## config.mk

```make
export PLATFORM = sky130hd
export DESIGN_NAME = lmcr_top
export DESIGN_NICKNAME = d
export VERILOG_FILES = /design/src/logic/lmcr_pkg.sv /design/src/logic/lmcr_irq_if.sv /design/src/logic/lmcr_link_timer.sv /design/src/logic/lmcr_irq_router.sv /design/src/logic/lmcr_top.sv
export SDC_FILE = /design/constraint.sdc
export NUM_CORES = 1
export LEC_CHECK = 0
export BUFFER_PORTS_ARGS = -buffer_cell sky130_fd_sc_hd__buf_2
export CORE_UTILIZATION = 30
export CTS_BUF_LIST = sky130_fd_sc_hd__clkbuf_2
export CTS_CLUSTER_SIZE = 20
export DETAILED_ROUTE_END_ITERATION = 12
export GPL_TIMING_DRIVEN = 0
export MAX_ROUTING_LAYER = met4
export PLACE_DENSITY = 0.51
export SETUP_SLACK_MARGIN = 0.1
export SLEW_MARGIN = 20
export SYNTH_ARGS = -nofsm -noshare
export SYNTH_HDL_FRONTEND = slang
export SYNTH_SLANG_ARGS = --single-unit
```

## constraint.sdc

```tcl
create_clock -name CLK -period 6 [get_ports CLK]
set_input_delay 1.2 -clock CLK [delete_from_list [all_inputs] [get_ports CLK]]
set_output_delay 1.2 -clock CLK [all_outputs]
set_load 0.1 [all_outputs]
```

## src/logic/lmcr_pkg.sv

```systemverilog
//----------------------------------------------------------------
// Behaviour
// - 3-bit timeout select picks 162/325/650/1.3ms or 10.25/20.5/41/82us.
// - Link detect drops when the selected timeout passes without reverse traffic.
// - Two 8-bit scratch mailboxes, reset A5h and 5Ah, plain read/write.
// - Route 0000 disables remote irq; 0001 splits port 0/port 1 irqs.
// - Codes 10xx to general pins 0-3, 11xx to alternate pins; 001x,01xx reserved.
// - Several links, not dual link: remote irq combines both ports.
// - Low line-size register holds pixel count bits 7:0 for the splitter.
// - Combined line size defaults to 1280 pixels (0x500).
// - Same line size serves as 2D width in dual-input left/right mode.
// - Line-size bits 12:8 live in a 5-bit field resetting to 5h.
//----------------------------------------------------------------
package lmcr_pkg;

  // Register offsets
  localparam logic [7:0] ADDR_LINK_LOSS_TIMEOUT_CONTROL = 8'h26;
  localparam logic [7:0] ADDR_SCRATCH_MAILBOX_A = 8'h2E;
  localparam logic [7:0] ADDR_SCRATCH_MAILBOX_B = 8'h2F;
  localparam logic [7:0] ADDR_REMOTE_IRQ_ROUTING = 8'h30;
  localparam logic [7:0] ADDR_SPLIT_LINE_WIDTH_LOW = 8'h32;
  localparam logic [7:0] ADDR_SPLIT_LINE_WIDTH_HIGH = 8'h33;

  // Reset values
  localparam logic [2:0] RST_TIMEOUT_SELECT = 3'h0;
  localparam logic [7:0] RST_SCRATCH_MAILBOX_A = 8'hA5;
  localparam logic [7:0] RST_SCRATCH_MAILBOX_B = 8'h5A;
  localparam logic [3:0] RST_ROUTE_SELECT = 4'h0;
  localparam logic [7:0] RST_LINE_WIDTH_LOW = 8'h00;
  localparam logic [4:0] RST_LINE_WIDTH_HIGH = 5'h05;

  // Field widths and positions
  localparam int TIMEOUT_SELECT_W = 3;
  localparam int ROUTE_SELECT_W = 4;
  localparam int LINE_WIDTH_HIGH_W = 5;
  localparam int LINE_WIDTH_W = 13;
  localparam logic [12:0] LINE_WIDTH_MAX = 13'h1000;

  // Route select codes
  localparam logic [3:0] ROUTE_OFF = 4'h0;
  localparam logic [3:0] ROUTE_SPLIT = 4'h1;
  localparam logic [1:0] ROUTE_GENERAL = 2'h2;
  localparam logic [1:0] ROUTE_ALTERNATE = 2'h3;

  // Link-detect timeouts, in ns
  localparam int CLK_PERIOD_NS = 100;
  localparam int T_LD_162MS_NS = 162000000;
  localparam int T_LD_325MS_NS = 325000000;
  localparam int T_LD_650MS_NS = 650000000;
  localparam int T_LD_1P3MS_NS = 1300000;
  localparam int T_LD_10P25US_NS = 10250;
  localparam int T_LD_20P5US_NS = 20500;
  localparam int T_LD_41US_NS = 41000;
  localparam int T_LD_82US_NS = 82000;

  // Least times round up to whole cycles
  function automatic int ns_to_cycles(input int t_ns);
    ns_to_cycles = (t_ns + CLK_PERIOD_NS - 1) / CLK_PERIOD_NS;
  endfunction : ns_to_cycles

  localparam int LD_CYC_162MS = ns_to_cycles(T_LD_162MS_NS);
  localparam int LD_CYC_325MS = ns_to_cycles(T_LD_325MS_NS);
  localparam int LD_CYC_650MS = ns_to_cycles(T_LD_650MS_NS);
  localparam int LD_CYC_1P3MS = ns_to_cycles(T_LD_1P3MS_NS);
  localparam int LD_CYC_10P25US = ns_to_cycles(T_LD_10P25US_NS);
  localparam int LD_CYC_20P5US = ns_to_cycles(T_LD_20P5US_NS);
  localparam int LD_CYC_41US = ns_to_cycles(T_LD_41US_NS);
  localparam int LD_CYC_82US = ns_to_cycles(T_LD_82US_NS);
  localparam int LD_CNT_W = 24;
  localparam logic [23:0] LD_CNT_ZERO = 24'h000000;

  typedef enum logic [0:0] {
    LMCR_LINK_DOWN = 1'b0,
    LMCR_LINK_UP = 1'b1
  } lmcr_link_state_t;

endpackage : lmcr_pkg

```

## src/logic/lmcr_irq_if.sv

```systemverilog
`timescale 1ns/1ps
`default_nettype none
interface lmcr_irq_if;
  logic [3:0] route_select;
  logic irq_port0;
  logic irq_port1;
  logic port1_active;
  logic dual_link;
  logic local_irq;
  logic remote_pin;
  logic local_pin;
  logic [3:0] general_out;
  logic [3:0] general_oe;
  logic [3:0] alternate_out;
  logic [3:0] alternate_oe;

  modport ctl (
    output route_select, irq_port0, irq_port1, port1_active, dual_link, local_irq,
    input remote_pin, local_pin, general_out, general_oe, alternate_out, alternate_oe
  );
  modport router (
    input route_select, irq_port0, irq_port1, port1_active, dual_link, local_irq,
    output remote_pin, local_pin, general_out, general_oe, alternate_out, alternate_oe
  );
endinterface : lmcr_irq_if
`default_nettype wire

```

## src/logic/lmcr_link_timer.sv

```systemverilog
`timescale 1ns/1ps
`default_nettype none
module lmcr_link_timer
  import lmcr_pkg::*;
#(
  parameter int CYC_162MS = LD_CYC_162MS,
  parameter int CYC_325MS = LD_CYC_325MS,
  parameter int CYC_650MS = LD_CYC_650MS,
  parameter int CYC_1P3MS = LD_CYC_1P3MS
)
(
  input wire logic clk, // Core clock
  input wire logic rst_n, // Async reset, low
  input wire logic [2:0] timeout_select, // Timeout code
  input wire logic frame_valid, // Good reverse frame
  output logic link_detect // Link present
);

  //--------------------------------------------------------------
  // Timeout decode
  //--------------------------------------------------------------
  function automatic logic [23:0] timeout_cycles(input logic [2:0] sel);
    int n;
    n = 0;
    case (sel)
      3'h0: n = CYC_162MS;
      3'h1: n = CYC_325MS;
      3'h2: n = CYC_650MS;
      3'h3: n = CYC_1P3MS;
      3'h4: n = LD_CYC_10P25US;
      3'h5: n = LD_CYC_20P5US;
      3'h6: n = LD_CYC_41US;
      default: n = LD_CYC_82US;
    endcase
    timeout_cycles = n[23:0];
  endfunction : timeout_cycles

  lmcr_link_state_t state;
  logic [23:0] cnt;
  logic [23:0] limit;

  assign limit = timeout_cycles(timeout_select);

  //--------------------------------------------------------------
  // Silence counter
  //--------------------------------------------------------------
  always_ff @(posedge clk or negedge rst_n)
  begin
    if (!rst_n)
      cnt <= LD_CNT_ZERO;
    else if (frame_valid)
      cnt <= LD_CNT_ZERO;
    else if (state == LMCR_LINK_UP)
      cnt <= cnt + 24'h000001;
    else
      cnt <= LD_CNT_ZERO;
  end

  //--------------------------------------------------------------
  // Link state
  //--------------------------------------------------------------
  always_ff @(posedge clk or negedge rst_n)
  begin
    if (!rst_n)
      state <= LMCR_LINK_DOWN;
    else
    begin
      case (state)
        LMCR_LINK_DOWN:
          if (frame_valid)
            state <= LMCR_LINK_UP;
        LMCR_LINK_UP:
          if (!frame_valid && (cnt + 24'h000001 >= limit))
            state <= LMCR_LINK_DOWN;
        default:
          state <= LMCR_LINK_DOWN;
      endcase
    end
  end

  always_ff @(posedge clk or negedge rst_n)
  begin
    if (!rst_n)
      link_detect <= 1'b0;
    else if (frame_valid)
      link_detect <= 1'b1;
    else if (state == LMCR_LINK_UP && (cnt + 24'h000001 >= limit))
      link_detect <= 1'b0;
  end

endmodule : lmcr_link_timer
`default_nettype wire

```

## src/logic/lmcr_irq_router.sv

```systemverilog
`timescale 1ns/1ps
`default_nettype none
module lmcr_irq_router
  import lmcr_pkg::*;
(
  input wire logic clk, // Core clock
  input wire logic rst_n, // Async reset, low
  lmcr_irq_if.router irq // Routing signals
);

  logic combined;
  logic [1:0] pin_index;
  logic [1:0] group;

  //--------------------------------------------------------------
  // Source selection
  //--------------------------------------------------------------
  // Port 1 only contributes when it is a separate link
  assign combined = irq.irq_port0 |
    (irq.irq_port1 & irq.port1_active & ~irq.dual_link);
  assign pin_index = irq.route_select[1:0];
  assign group = irq.route_select[3:2];

  always_ff @(posedge clk or negedge rst_n)
  begin
    if (!rst_n)
    begin
      irq.remote_pin <= 1'b0;
      irq.local_pin <= 1'b0;
    end
    else if (irq.route_select == ROUTE_SPLIT)
    begin
      irq.remote_pin <= irq.irq_port0;
      irq.local_pin <= irq.local_irq | irq.irq_port1;
    end
    else
    begin
      // Off and reserved codes leave the remote path idle
      irq.remote_pin <= 1'b0;
      irq.local_pin <= irq.local_irq;
    end
  end

  always_ff @(posedge clk or negedge rst_n)
  begin
    if (!rst_n)
    begin
      irq.general_out <= 4'h0;
      irq.general_oe <= 4'h0;
      irq.alternate_out <= 4'h0;
      irq.alternate_oe <= 4'h0;
    end
    else
    begin
      irq.general_out <= 4'h0;
      irq.general_oe <= 4'h0;
      irq.alternate_out <= 4'h0;
      irq.alternate_oe <= 4'h0;
      case (group)
        ROUTE_GENERAL:
        begin
          irq.general_out[pin_index] <= combined;
          irq.general_oe[pin_index] <= 1'b1;
        end
        ROUTE_ALTERNATE:
        begin
          irq.alternate_out[pin_index] <= combined;
          irq.alternate_oe[pin_index] <= 1'b1;
        end
        default:
        begin
          irq.general_oe <= 4'h0;
        end
      endcase
    end
  end

endmodule : lmcr_irq_router
`default_nettype wire

```

## src/logic/lmcr_top.sv

```systemverilog
`timescale 1ns/1ps
`default_nettype none
module lmcr_top
  import lmcr_pkg::*;
#(
  parameter int CYC_162MS = LD_CYC_162MS, // 162 ms timeout
  parameter int CYC_325MS = LD_CYC_325MS, // 325 ms timeout
  parameter int CYC_650MS = LD_CYC_650MS, // 650 ms timeout
  parameter int CYC_1P3MS = LD_CYC_1P3MS // 1.3 ms timeout
)
(
  input wire logic CLK, // Core clock
  input wire logic RST_N, // Async reset, low
  input wire logic [7:0] REG_ADDR, // Register offset
  input wire logic [7:0] REG_WDATA, // Write data
  input wire logic REG_WE, // Write strobe
  input wire logic REG_RE, // Read strobe
  output logic [7:0] REG_RDATA, // Read data
  output logic REG_RVALID, // Read data valid
  input wire logic FRAME_VALID, // Good reverse frame
  output logic LINK_DETECT, // Link present
  input wire logic IRQ_PORT0, // Remote irq, port 0
  input wire logic IRQ_PORT1, // Remote irq, port 1
  input wire logic PORT1_ACTIVE, // Second link up
  input wire logic DUAL_LINK, // Dual link mode
  input wire logic LOCAL_IRQ, // Own interrupt
  output logic REMOTE_IRQ_PIN, // Remote irq pin
  output logic LOCAL_IRQ_PIN, // Local irq pin
  output logic [3:0] GENERAL_PIN_OUT, // General pins 0-3
  output logic [3:0] GENERAL_PIN_OE, // General pin enables
  output logic [3:0] ALTERNATE_PIN_OUT, // Alternate pins 0-3
  output logic [3:0] ALTERNATE_PIN_OE, // Alternate pin enables
  output logic [12:0] SPLIT_LINE_WIDTH, // Splitter line size
  output logic LINE_WIDTH_OVER // Line size above 4096
);

  //--------------------------------------------------------------
  // Register storage
  //--------------------------------------------------------------
  logic [2:0] timeout_select;
  logic [7:0] scratch_mailbox_a;
  logic [7:0] scratch_mailbox_b;
  logic [3:0] remote_irq_route_select;
  logic [7:0] split_line_width_low_bits;
  logic [4:0] split_line_width_high_bits;
  logic [12:0] next_line_width;

  function automatic logic hit(input logic [7:0] addr, input logic [7:0] target);
    hit = (addr == target);
  endfunction : hit

  always_ff @(posedge CLK or negedge RST_N)
  begin
    if (!RST_N)
      timeout_select <= RST_TIMEOUT_SELECT;
    else if (REG_WE && hit(REG_ADDR, ADDR_LINK_LOSS_TIMEOUT_CONTROL))
      timeout_select <= REG_WDATA[2:0];
  end

  always_ff @(posedge CLK or negedge RST_N)
  begin
    if (!RST_N)
    begin
      scratch_mailbox_a <= RST_SCRATCH_MAILBOX_A;
      scratch_mailbox_b <= RST_SCRATCH_MAILBOX_B;
    end
    else if (REG_WE)
    begin
      if (hit(REG_ADDR, ADDR_SCRATCH_MAILBOX_A))
        scratch_mailbox_a <= REG_WDATA;
      if (hit(REG_ADDR, ADDR_SCRATCH_MAILBOX_B))
        scratch_mailbox_b <= REG_WDATA;
    end
  end

  always_ff @(posedge CLK or negedge RST_N)
  begin
    if (!RST_N)
      remote_irq_route_select <= RST_ROUTE_SELECT;
    else if (REG_WE && hit(REG_ADDR, ADDR_REMOTE_IRQ_ROUTING))
      remote_irq_route_select <= REG_WDATA[3:0];
  end

  always_ff @(posedge CLK or negedge RST_N)
  begin
    if (!RST_N)
    begin
      split_line_width_low_bits <= RST_LINE_WIDTH_LOW;
      split_line_width_high_bits <= RST_LINE_WIDTH_HIGH;
    end
    else if (REG_WE)
    begin
      if (hit(REG_ADDR, ADDR_SPLIT_LINE_WIDTH_LOW))
        split_line_width_low_bits <= REG_WDATA;
      if (hit(REG_ADDR, ADDR_SPLIT_LINE_WIDTH_HIGH))
        split_line_width_high_bits <= REG_WDATA[4:0];
    end
  end

  //--------------------------------------------------------------
  // Splitter line size
  //--------------------------------------------------------------
  always_comb
  begin
    next_line_width = {split_line_width_high_bits, split_line_width_low_bits};
    if (REG_WE && hit(REG_ADDR, ADDR_SPLIT_LINE_WIDTH_LOW))
      next_line_width[7:0] = REG_WDATA;
    if (REG_WE && hit(REG_ADDR, ADDR_SPLIT_LINE_WIDTH_HIGH))
      next_line_width[12:8] = REG_WDATA[4:0];
  end

  // Registered copy feeds the splitter and the 2D width in left/right mode
  always_ff @(posedge CLK or negedge RST_N)
  begin
    if (!RST_N)
      SPLIT_LINE_WIDTH <= {RST_LINE_WIDTH_HIGH, RST_LINE_WIDTH_LOW};
    else
      SPLIT_LINE_WIDTH <= next_line_width;
  end

  // Flags a size software should not use; value is still applied
  always_ff @(posedge CLK or negedge RST_N)
  begin
    if (!RST_N)
      LINE_WIDTH_OVER <= 1'b0;
    else
      LINE_WIDTH_OVER <= (next_line_width > LINE_WIDTH_MAX);
  end

  //--------------------------------------------------------------
  // Read port
  //--------------------------------------------------------------
  always_ff @(posedge CLK or negedge RST_N)
  begin
    if (!RST_N)
    begin
      REG_RDATA <= 8'h00;
      REG_RVALID <= 1'b0;
    end
    else
    begin
      REG_RVALID <= REG_RE;
      if (REG_RE)
      begin
        case (REG_ADDR)
          ADDR_LINK_LOSS_TIMEOUT_CONTROL: REG_RDATA <= {5'h00, timeout_select};
          ADDR_SCRATCH_MAILBOX_A: REG_RDATA <= scratch_mailbox_a;
          ADDR_SCRATCH_MAILBOX_B: REG_RDATA <= scratch_mailbox_b;
          ADDR_REMOTE_IRQ_ROUTING: REG_RDATA <= {4'h0, remote_irq_route_select};
          ADDR_SPLIT_LINE_WIDTH_LOW: REG_RDATA <= split_line_width_low_bits;
          ADDR_SPLIT_LINE_WIDTH_HIGH: REG_RDATA <= {3'h0, split_line_width_high_bits};
          default: REG_RDATA <= 8'h00;
        endcase
      end
    end
  end

  //--------------------------------------------------------------
  // Link detect timer
  //--------------------------------------------------------------
  lmcr_link_timer #(
    .CYC_162MS(CYC_162MS),
    .CYC_325MS(CYC_325MS),
    .CYC_650MS(CYC_650MS),
    .CYC_1P3MS(CYC_1P3MS)
  ) u_timer (
    .clk(CLK),
    .rst_n(RST_N),
    .timeout_select(timeout_select),
    .frame_valid(FRAME_VALID),
    .link_detect(LINK_DETECT)
  );

  //--------------------------------------------------------------
  // Remote interrupt routing
  //--------------------------------------------------------------
  lmcr_irq_if irq_bus ();

  assign irq_bus.route_select = remote_irq_route_select;
  assign irq_bus.irq_port0 = IRQ_PORT0;
  assign irq_bus.irq_port1 = IRQ_PORT1;
  assign irq_bus.port1_active = PORT1_ACTIVE;
  assign irq_bus.dual_link = DUAL_LINK;
  assign irq_bus.local_irq = LOCAL_IRQ;
  assign REMOTE_IRQ_PIN = irq_bus.remote_pin;
  assign LOCAL_IRQ_PIN = irq_bus.local_pin;
  assign GENERAL_PIN_OUT = irq_bus.general_out;
  assign GENERAL_PIN_OE = irq_bus.general_oe;
  assign ALTERNATE_PIN_OUT = irq_bus.alternate_out;
  assign ALTERNATE_PIN_OE = irq_bus.alternate_oe;

  lmcr_irq_router u_router (
    .clk(CLK),
    .rst_n(RST_N),
    .irq(irq_bus.router)
  );

endmodule : lmcr_top
`default_nettype wire

```

Word-level counts from Yosys, hierarchy flattened --
Cells that the tools add are included.
Word-level totals: bits in registers 103, latch bits 0, bits in writable memories 0, bits in read-only memories 0, bits of input ports 26, output and inout bits 42, logic and storage cells 79, memories 0
Operators by class: $add $sub $neg 1, multipliers 0, div/mod/pow operators 0, $lt $le $gt $ge 4, eq/ne operators 15, shift-type cells 0, multiplexer cells 19, bitwise logic cells 7, reduce and logical (&&, ||, !) cells 14
Operators with widths (number):
- 23-bit one-hot mux with 7 select lines | 1
- 8-bit by 6-bit equality test with 1-bit output, second input constant | 6
- 24-bit 2-to-1 mux | 2
- 8-bit one-hot mux with 6 select lines | 1
- 24-bit by 1-bit adder with 24-bit output, second input constant | 1
- 24-bit by 23-bit >= comparator with 1-bit output | 1
- 4-bit 2-to-1 mux | 4
- 13-bit greater-than comparator, second input constant | 1
- 3-bit equality test, second input constant | 3
- 8-bit 2-to-1 mux | 1
- 2-bit AND reduction | 4
- 1-bit logical AND | 7
- 1-bit 2-to-1 mux | 7
- 3-bit by 2-bit equality test with 1-bit output, second input constant | 2
- 5-bit 2-to-1 mux | 1
- 4-bit bitwise AND | 1
- 2-bit equality test, second input constant | 2
- 4-bit by 1-bit equality test with 1-bit output, second input constant | 1
- 3-bit by 1-bit equality test with 1-bit output, second input constant | 1
- 3-bit logical NOT | 1
- 2-bit by 3-bit < comparator with 1-bit output, second input constant | 1
- 1-bit bitwise AND | 2
- 1-bit demux with 2-bit select | 1
- 2-bit by 1-bit >= comparator with 1-bit output, second input constant | 1
- other kinds (5) | 7

Depth between registers and ports, before layout --
Gate-level depths: netlist of the first run.
word-level depth 6, mapped depth 13, mapped depth without buffers 12

Modules after synthesis --
A second synthesis of the first run with hierarchy kept.
Unflattened totals: cells, all modules 457, area, all modules 5400.2 um^2
By module, submodules not included:
- lmcr_top | instances 1, cells each 215, area each 2885.3 um^2, sequential area each 1491.4 um^2
- lmcr_link_timer | instances 1, cells each 197, area each 1864.3 um^2, sequential area each 650.6 um^2
- lmcr_irq_router | instances 1, cells each 45, area each 650.6 um^2, sequential area each 450.4 um^2

Worst setup path after synthesis of the first run --
OpenSTA, ideal clock, no wires.
path type input-to-reg, start point input REG_ADDR[3], end point register remote_irq_route_select[0], in the netlist irq_bus.route_select[0], setup time 0.125 ns, arrival time 2.810 ns, required time 5.875 ns, setup slack 3.065 ns, stages on the path 7, path buffers 2, cell sequence clkbuf_1 -> nor3b_1 -> and2_1 -> clkbuf_1 -> nor2b_1 -> and3b_1 -> mux2_2
On the way: cells in the longest elaborated chain, start to end 2
RTL lines:
- from (decl) | line lmcr_top.sv:14 | input wire logic [7:0] REG_ADDR,
- 8-bit by 6-bit equality test with 1-bit output | line lmcr_top.sv:49 | hit = (addr == target);
- 1-bit logical AND | line lmcr_top.sv:80 | else if (REG_WE && hit(REG_ADDR, ADDR_REMOTE_IRQ_ROUTING))
- to (signal assigned) | line lmcr_top.sv:81 | remote_irq_route_select <= REG_WDATA[3:0];
- to (decl) | line lmcr_top.sv:43 | logic [3:0] remote_irq_route_select;
Every way passes these cells. A chain may end at the register's enable or synchronous reset.

Worst setup path after layout of the first run --
start point register u_timer.cnt[0], end point register u_timer.link_detect
On the way: cells in the longest elaborated chain, start to end 4
RTL lines:
- from (decl) | line lmcr_link_timer.sv:39 | logic [23:0] cnt;
- from (signal assigned) | line lmcr_link_timer.sv:54 | cnt <= cnt + 24'h000001;
- 24-bit by 1-bit adder with 24-bit output | line lmcr_link_timer.sv:87 | else if (state == LMCR_LINK_UP && (cnt + 24'h000001 >= limit))
- 24-bit by 23-bit >= comparator with 1-bit output | line lmcr_link_timer.sv:87
- 1-bit logical AND | line lmcr_link_timer.sv:87
- 2-bit nonzero test (no source line)
- to (signal assigned) | line lmcr_link_timer.sv:84 | link_detect <= 1'b0;
- to (signal assigned) | line lmcr_link_timer.sv:86 | link_detect <= 1'b1;
- to (signal assigned) | line lmcr_link_timer.sv:88 | link_detect <= 1'b0;
- to (decl) | line lmcr_link_timer.sv:16 | output logic link_detect
Every way passes these cells.

==> results of run 1 <==
[layout by cell type, fill, tap and decap left out, drive strengths merged, types with 2 or more instances in the layout]
master,netlist,layout
and4,2,2
o21ai,11,11
clkinv,0,2
xnor2,11,11
a211oi,3,3
nand3,15,15
nand2b,8,8
nor3,8,8
a21oi,11,11
a222oi,3,3
a31oi,3,3
a21o,6,6
a32oi,4,4
dfstp,12,12
dfrtp,91,91
or3,2,2
nand4,7,7
ha,22,22
nor4,10,10
mux2,42,42
o211ai,2,2
nor3b,3,3
o21a,2,2
buf,2,69
and2,3,3
clkbuf,13,22
and3,8,8
o22ai,5,5
nand2,32,32
nor2b,22,22
inv,13,16
o31a,2,2
or2,2,2
nor2,30,30
mux2i,6,6
xor2,11,11
[power groups by stage]
stage	logic [mW]	registers [mW]	clock network, mW
final	0.172	0.732	0.374
after global routing	0.190	0.736	0.412
after CTS	0.175	0.733	0.390
after detailed placement	0.175	0.743	0
after global placement	0.170	0.742	0
after floorplan	0.0628	0.794	0
[critical path, stage by stage (launching register included)]
cell      delay (ps)
dfrtp_1          500
nand4_1          220
or3_1            380
buf_2            160
nor2_1           260
nand3_1          140
xnor2_1          230
ha_1             280
a211oi_1         320
nand2b_1          90
o221ai_1         150
a21o_1           150
a21oi_1           80
a211oi_2         200
[cell families after synthesis]
logic type | Yosys count | synth area share [%]
multiplexers | 48 | 10.8
AND/OR/NAND/NOR | 156 | 16.7
XOR/XNOR | 22 | 3.89
flip-flops | 103 | 52.3
adder cells (fa/ha/maj) | 22 | 5.56
AO/OA/AOI/OAI | 59 | 8.56
buffers and inverters | 28 | 2.15
[registers in the layout, summed over array words and instances, names as in the netlist, 3 cells and up]
| signal | cells |
|---|---|
| REG_RDATA | 8 |
| SPLIT_LINE_WIDTH | 13 |
| irq_bus.route_select | 4 |
| scratch_mailbox_a | 8 |
| scratch_mailbox_b | 8 |
| split_line_width_high_bits | 5 |
| split_line_width_low_bits | 8 |
| timeout_select | 3 |
| u_router.irq.alternate_oe | 4 |
| u_router.irq.alternate_out | 4 |
| u_router.irq.general_oe | 4 |
| u_router.irq.general_out | 4 |
| u_timer.cnt | 24 |
[final timing paths]
kind | end | slack, ps | cells past startpoint
max | u_timer.link_detect | 2760 | 13
max reg2reg | u_timer.link_detect | 2760 | 13
max in group asynchronous | scratch_mailbox_b[6] | 4880 | 2
min reg2reg | scratch_mailbox_a[4] | 550 | 1
min | u_timer.cnt[13] | 470 | 1
min in group CLK | scratch_mailbox_a[4] | 550 | 1
[metrics by stage]
step / cell area, µm² / utilization (%)
after floorplan: 4950 / -
after global placement: 5550 / 34.7
after detailed placement: 5590 / 34.9
after CTS: 5720 / 35.7
after global routing: 5720 / 35.7
final: 5720 / 35.7
[layout make-up]
| class | count | area, µm² | area share, % |
|---|---|---|---|
| Buffer | 15 | 57.6 | 1.01 |
| Clock buffer | 9 | 45.0 | 0.788 |
| Clock inverter | 7 | 86.3 | 1.51 |
| Inverter | 13 | 48.8 | 0.853 |
| Multi-Input combinational cell | 307 | 2250 | 39.4 |
| Sequential cell | 103 | 2590 | 45.3 |
| Tap cell | 216 | 270 | 4.73 |
| Timing Repair Buffer | 67 | 364 | 6.37 |
[layer usage]
metal | vias to the layer above | share of wire (%) | global-route usage, %
li1 | 1725 | - | -
met1 | 1759 | 48 | 19.4
met2 | 84 | 47 | 23.1
met3 | 15 | 3.8 | 2.12
met4 | 0 | 1.8 | 6.02
met5 | - | 0 | -
==> summary.txt, run 1 <==
Worst setup path
  – Worst Setup SP: u_timer.cnt[0]
  – Critical path endpoint category: flip-flop
  – Critical R2R Launch: u_timer.cnt[0]
  – Crit-path max FO: 6
  – Data required, critical path: 6560 ps
  – Kind of critical path: reg -> reg
  – Worst Path Arrival: 3800 ps
  – CP startpoint kind: flip-flop

Outcome
  – Status: completed

Die
  – Initial core utilization: 31.0%
  – Die area: 17000 µm²
  – Die outline width: 130 µm
  – Die Ht: 130 µm
  – Boundary Pins: 68
  – Core area: 16000 µm²
  – Cell Rows: 46

Yosys
  – Area contributors post-synth: dfrtp_1 (46%), mux2_2 (9.1%), dfstp_2 (6.4%)
  – Seq/Total Area, Yosys: 52.3%
  – Prevailing post-synth register cell: dfrtp_1
  – Ys async rst share: 100%
  – Post-synth top cells: dfrtp_1 (91), mux2_2 (40), nand2_1 (32)
  – Yosys reg bits: 103
  – Synth Instances: 438
  – Library cells used by synthesis: 53
  – Mapped Area: 4950 µm²
  – Post-synth EDFFs: 0
  – Top-count cell post-synth: dfrtp_1
  – Ys Warns: 0
  – Share of the synthesized area in the top cell type: 46.0%
  – Post-synth net total: 486
  – Average cell area after synthesis: 11.3 µm²
  – Synth area leader: dfrtp_1

Final layout
  – Fin cells: 737
  – NumNets Final: 564
  – P&R area growth vs syn: 15.5%
  – Layout cells sized above 1: 27.3%
  – FILL cells: 1637
  – Number of diodes: 0

CTS
  – # resized after CTS: 0
  – Post-CTS Hold Buffers: 0
  – CTS H-tree lvls: 3
  – Clock root cell: clkbuf_2
  – Post-CTS setup repair buffer count: 0
  – Clk_lat worst skew: 630 ps
  – Sink Count: 103
  – Clock transition at path regs: 300 ps
  – TritonCTS clock tree: done
  – Max Root-Sink Buffers: 2
  – TritonCTS buffer count: 9

Routing
  – Number of detailed-route iterations in the first pass: 4
  – Post-Route WL: 11400 µm
  – Antenna Nets Post-Route: 0
  – First DRT Iteration DRCs: 173
  – Via density: 4.86
  – Routed wire per std cell: 15.5 µm
  – Via Count: 3583
  – DRC: 0

STA
  – Worst-Margin Slew: 700 ps
  – Setup WS post-layout: 2760 ps
  – Unrepaired setup endpoints after global routing: no
  – FMAX: 0.308 GHz
  – Max Slew Vio Count: 0
  – WHS: 466 ps
  – Endpoints failing setup: 0
  – Setup TNS: 0 ps
  – Relative slew slack: 52.9%
  – Final worst-path cycle share: 54.1%
  – Final min period: 3240 ps
  – Final hold vios: 0
  – Clk_skew: 36.0 ps

Placed design
  – Final GP Congestion: 0.764
  – Buffers on Ports: 66
  – Placed Cells: 721
  – Post-Place Setup Slack: 2650 ps
  – Post-DP HPWL: 8420 µm

Global route
  – Pin count of the biggest net entering global routing: 53
  – Global-route wire length before repair: 18600 µm
  – Vias in the first global route: 3588
  – Initial antenna violation count: 0
  – Gr usage total: 14.8%
  – Total grt overflow: 0

Pwr
  – P_int: 873 µW
  – Switching power: 406 µW
  – VDD IR max: 0.0992 mV
  – Switch share: 31.7%
  – Power share of the combinational group: 13.5%
  – Pleak: 2.79 nW
  – Sequential power share: 57.3%
  – Final Total Pwr: 1.28 mW
  – Clock power share: 29.3%
  – Pwr/cell area: 224 nW/µm²

Hold path
  – Hold crit path type: in -> async

Run
  – Max-cap violations: 0
Note: power is estimated with default switching activity, not from simulation.
==> run 2: changes to the inputs <==
ABC_AREA = 1   (was default)
PLACE_DENSITY = 0.53   (was 0.51)
clock period = 2.87 ns   (was 6 ns; I/O delays follow)
==> run 2 against run 1 <==
- sequential power rose by 110%
- largest power group unchanged
- fmax rose by 27%
- count of clock-buffer cells in the layout rose by 1
- via count rose by 13%
- highest routed layer unchanged
==> summary.txt, run 2 <==
Routing
  – DRC: 0 (unchanged)
  – Number of detailed-route iterations in the first pass: 4 (unchanged)
  – Routed wire per std cell: 13.1 µm (-15%)
  – Post-Route WL: 11900 µm (+4.0%)
  – Via density: 4.47 (-8.0%)
  – Via Count: 4045 (+13%)
  – Antenna Nets Post-Route: 0 (unchanged)
  – First DRT Iteration DRCs: 212 (+23%)

Yosys
  – Mux contribution to synthesized area: 0% (-11 points)
  – Post-synth top cells: nand2_1 (153), inv_1 (92), dfrtp_1 (91)
  – Synth area leader: dfrtp_1
  – Post-synth EDFFs: 0 (unchanged)
  – Mapped Area: 5020 µm² (+1.4%)
  – Synth Area in Simple Gates: 22.8% (+6.1 points)
  – Prevailing post-synth register cell: dfrtp_1
  – Xor and xnor fraction of the mapped netlist area: 2.27% (-1.6 points)
  – Largest family of logic cells by synthesized area: simple AND/OR/NAND/NOR gates
  – Ys async rst share: 100% (unchanged)
  – Synth Area in Compound Gates: 9.62% (+1.1 points)
  – Ys Warns: 0 (unchanged)
  – Share of the synthesized area in the top cell type: 45.4% (-0.62 points)
  – Post-synth net total: 643 (+32%)
  – Synth Instances: 595 (+36%)
  – Average cell area after synthesis: 8.44 µm² (-25%)
  – Adder-cell share of the synthesized area: 5.48% (-0.075 points)
  – Yosys reg bits: 103 (unchanged)
  – Area contributors post-synth: dfrtp_1 (45%), nand2_1 (11%), inv_1 (6.9%)
  – Seq/Total Area, Yosys: 51.6% (-0.70 points)
  – Library cells used by synthesis: 42 (-21%)
  – Top-count cell post-synth: nand2_1

Placed design
  – Post-Place Setup Slack: 13.4 ps (-2630 ps)
  – Buffers on Ports: 67 (+1.5%)
  – Area after DPL: 5660 µm² (+1.3%)
  – Final GP Congestion: 0.824 (+7.9%)
  – Post-DP HPWL: 8890 µm (+5.7%)

Run
  – Max-cap violations: 0 (unchanged)

CTS
  – Clk_lat worst skew: 630 ps (about the same)
  – Max Root-Sink Buffers: 2 (unchanged)
  – Sink Count: 103 (unchanged)
  – CTS H-tree lvls: 3 (unchanged)
  – TritonCTS clock tree: done
  – TritonCTS buffer count: 9 (unchanged)
  – Clock root cell: clkbuf_2
  – Clock transition at path regs: 260 ps (-40 ps)

STA
  – Final hold vios: 0 (unchanged)
  – Relative slew slack: 62.4% (+9.5 points)
  – Endpoints failing setup: 0 (unchanged)
  – Final worst-path cycle share: 88.8% (+35 points)
  – Clk_skew: 37.8 ps (+1.81 ps)
  – FMAX: 0.392 GHz (+27%)
  – WHS: 92.4 ps (-374 ps)
  – Setup TNS: 0 ps (unchanged)
  – Setup WS post-layout: 321 ps (-2430 ps)
  – Max Slew Vio Count: 0 (unchanged)
  – Unrepaired setup endpoints after global routing: no
  – Worst-Margin Slew: 564 ps (-136 ps)
  – Final min period: 2550 ps (-695 ps)

Global route
  – Global-route wire length before repair: 19800 µm (+6.3%)
  – Initial antenna violation count: 0 (unchanged)
  – Total grt overflow: 0 (unchanged)
  – Vias in the first global route: 3953 (+10%)
  – Gr usage total: 14.8% (-0.035 points)
  – Pin count of the biggest net entering global routing: 68 (+28%)

Final layout
  – Largest registers: u_timer.cnt x24, SPLIT_LINE_WIDTH x13
  – Commonest non-fill, non-tap cells in the layout: nand2_1 (152), inv_1 (92), dfrtp_1 (91)
  – Number of diodes: 0 (unchanged)
  – P&R area growth vs syn: 18.3%
  – Commonest non-fill, non-tap cell in the layout: nand2_1
  – Max reg flops: 24 (unchanged)
  – Post-layout util: 36.9% (+1.1 points)
  – Largest register by flop count: u_timer.cnt
  – NumNets Final: 731 (+30%)
  – Post-route cell area: 5940 µm² (+3.9%)
  – Layout cells sized above 1: 21.7% (-5.6 points)

Die
  – Die outline width: 131 µm (+0.67%)
  – Core area: 16100 µm² (+0.72%)
  – Die Ht: 131 µm (+0.67%)
  – Boundary Pins: 68 (unchanged)
  – Die area: 17300 µm² (+1.3%)
  – Cell Rows: 46 (unchanged)
  – Initial core utilization: 31.2% (+0.20 points)

Worst setup path
  – CP startpoint kind: flip-flop
  – Worst path most repeated cell: nand2_1
  – Critical R2R Launch: u_timer.cnt[9]
  – Slowest stage delay, CP: 480 ps (-20 ps)
  – Kind of critical path: reg -> reg
  – Worst setup path end: u_timer.state
  – Reg2reg end: u_timer.state
  – Worst Path Arrival: 3100 ps (-700 ps)
  – Crit-path cells: nand2_1, nor2_1, inv_1, nor3_4, nand2_2, inv_2, nand2_1, xor2_2, inv_1, ha_1, a21oi_1, nand2_1, nand2_1, nand2_1, a21oi_2, nand3_2, o21bai_1
  – Worst Setup SP: u_timer.cnt[9]
  – Crit-path max FO: 4 (-2)
  – Worst reg2reg path depth: 17 (+4)
  – Critical path endpoint category: flip-flop
  – CP max-delay cell: dfrtp_1
  – R2R setup slack: 320 ps (-2430 ps)
  – Data required, critical path: 3430 ps (-3130 ps)

Outcome
  – Status: completed

Pwr
  – Pleak: 3.18 nW (+14%)
  – Pwr/cell area: 417 nW/µm² (+87%)
  – VDD IR max: 0.212 mV (+110%)

Hold path
  – Hold path cells: 1
  – Hold crit path type: in -> reg
## run 2: cell count changes after synthesis, moves of 7 or more
cell / previous run / this run
nor4_1: 9 / 0
xnor2_1: 11 / 4
nand2_1: 32 / 153
nor2b_1: 22 / 0
o21ai_0: 10 / 40
nand2_2: 0 / 7
o21ai_1: 1 / 8
nor2_1: 30 / 63
nand2b_1: 8 / 0
clkbuf_1: 13 / 3
mux2_2: 40 / 0
inv_1: 13 / 92
## run 2: kinds of logic (layout without fill, tap and decap cells)
family | Yosys count | after routing
XOR/XNOR | 13 | 13
AO/OA/AOI/OAI | 83 | 83
flip-flops | 103 | 103
AND/OR/NAND/NOR | 270 | 270
adder cells (fa/ha/maj) | 22 | 22
buffers and inverters | 104 | 197
## run 2: routing by layer
metal  track usage [%]  wire length, µm  vias to the layer above
li1                  -                -                     2036
met1              17.8             5240                     1934
met2              24.0             5970                       55
met3              2.39              298                       20
met4              7.49              353                        0
met5                 -                0                        -
## run 2: how the worst min path moves through the flow
stage                                    start                   end  slack, ps
after global routing                    REG_RE            REG_RVALID         20
after global placement    scratch_mailbox_b[6]  scratch_mailbox_b[6]        460
after floorplan                          RST_N       LINE_WIDTH_OVER        280
after CTS                               REG_RE            REG_RVALID         30
after detailed placement  scratch_mailbox_b[6]  scratch_mailbox_b[6]        470
final                                   REG_RE            REG_RVALID         90
## run 2: power by group
group / internal [mW] / switching [mW] / total (mW) / leakage, nW
Sequential: 1.50 / 0.0228 / 1.52 / 1.35
Combinational: 0.0842 / 0.252 / 0.337 / 1.77
Clock: 0.115 / 0.504 / 0.618 / 0.0611
Total: 1.70 / 0.779 / 2.48 / 3.18
## run 2: repair_timing
item                                    4_1_cts  5_1_grt
endpoints found under the setup margin        2        2
gates resized for setup                       2       22
pin swaps                                     1        8
hold endpoints to repair                     36        0
setup buffers                                 2        6
hold buffers                                  1        0
## run 2: final cells by class
cell class	count	area [µm²]
clock buffer	10	50.0
multi-input combinational	388	2140
sequential	103	2590
clock inverter	6	35.0
fill	1731	10200
inverter	97	369
timing repair buffer	77	439
buffer	7	42.5
tap	216	270
## run 2: critical path, delay by kind of cell, from the launching register on
| kind | cells | cell delay, ps |
|---|---|---|
| compound gates | 3 | 410 |
| buf+inv | 3 | 260 |
| flops | 1 | 480 |
| xor+xnor | 1 | 170 |
| simple gates | 9 | 870 |
| fa+ha+maj | 1 | 300 |
## run 2: metrics by stage
stage / instances / power, mW
2_1_floorplan: 595 / 1.76
3_3_place_gp: 878 / 1.87
3_5_place_dp: 879 / 1.88
4_1_cts: 898 / 2.51
5_1_grt: 904 / 2.60
6_report: 904 / 2.48
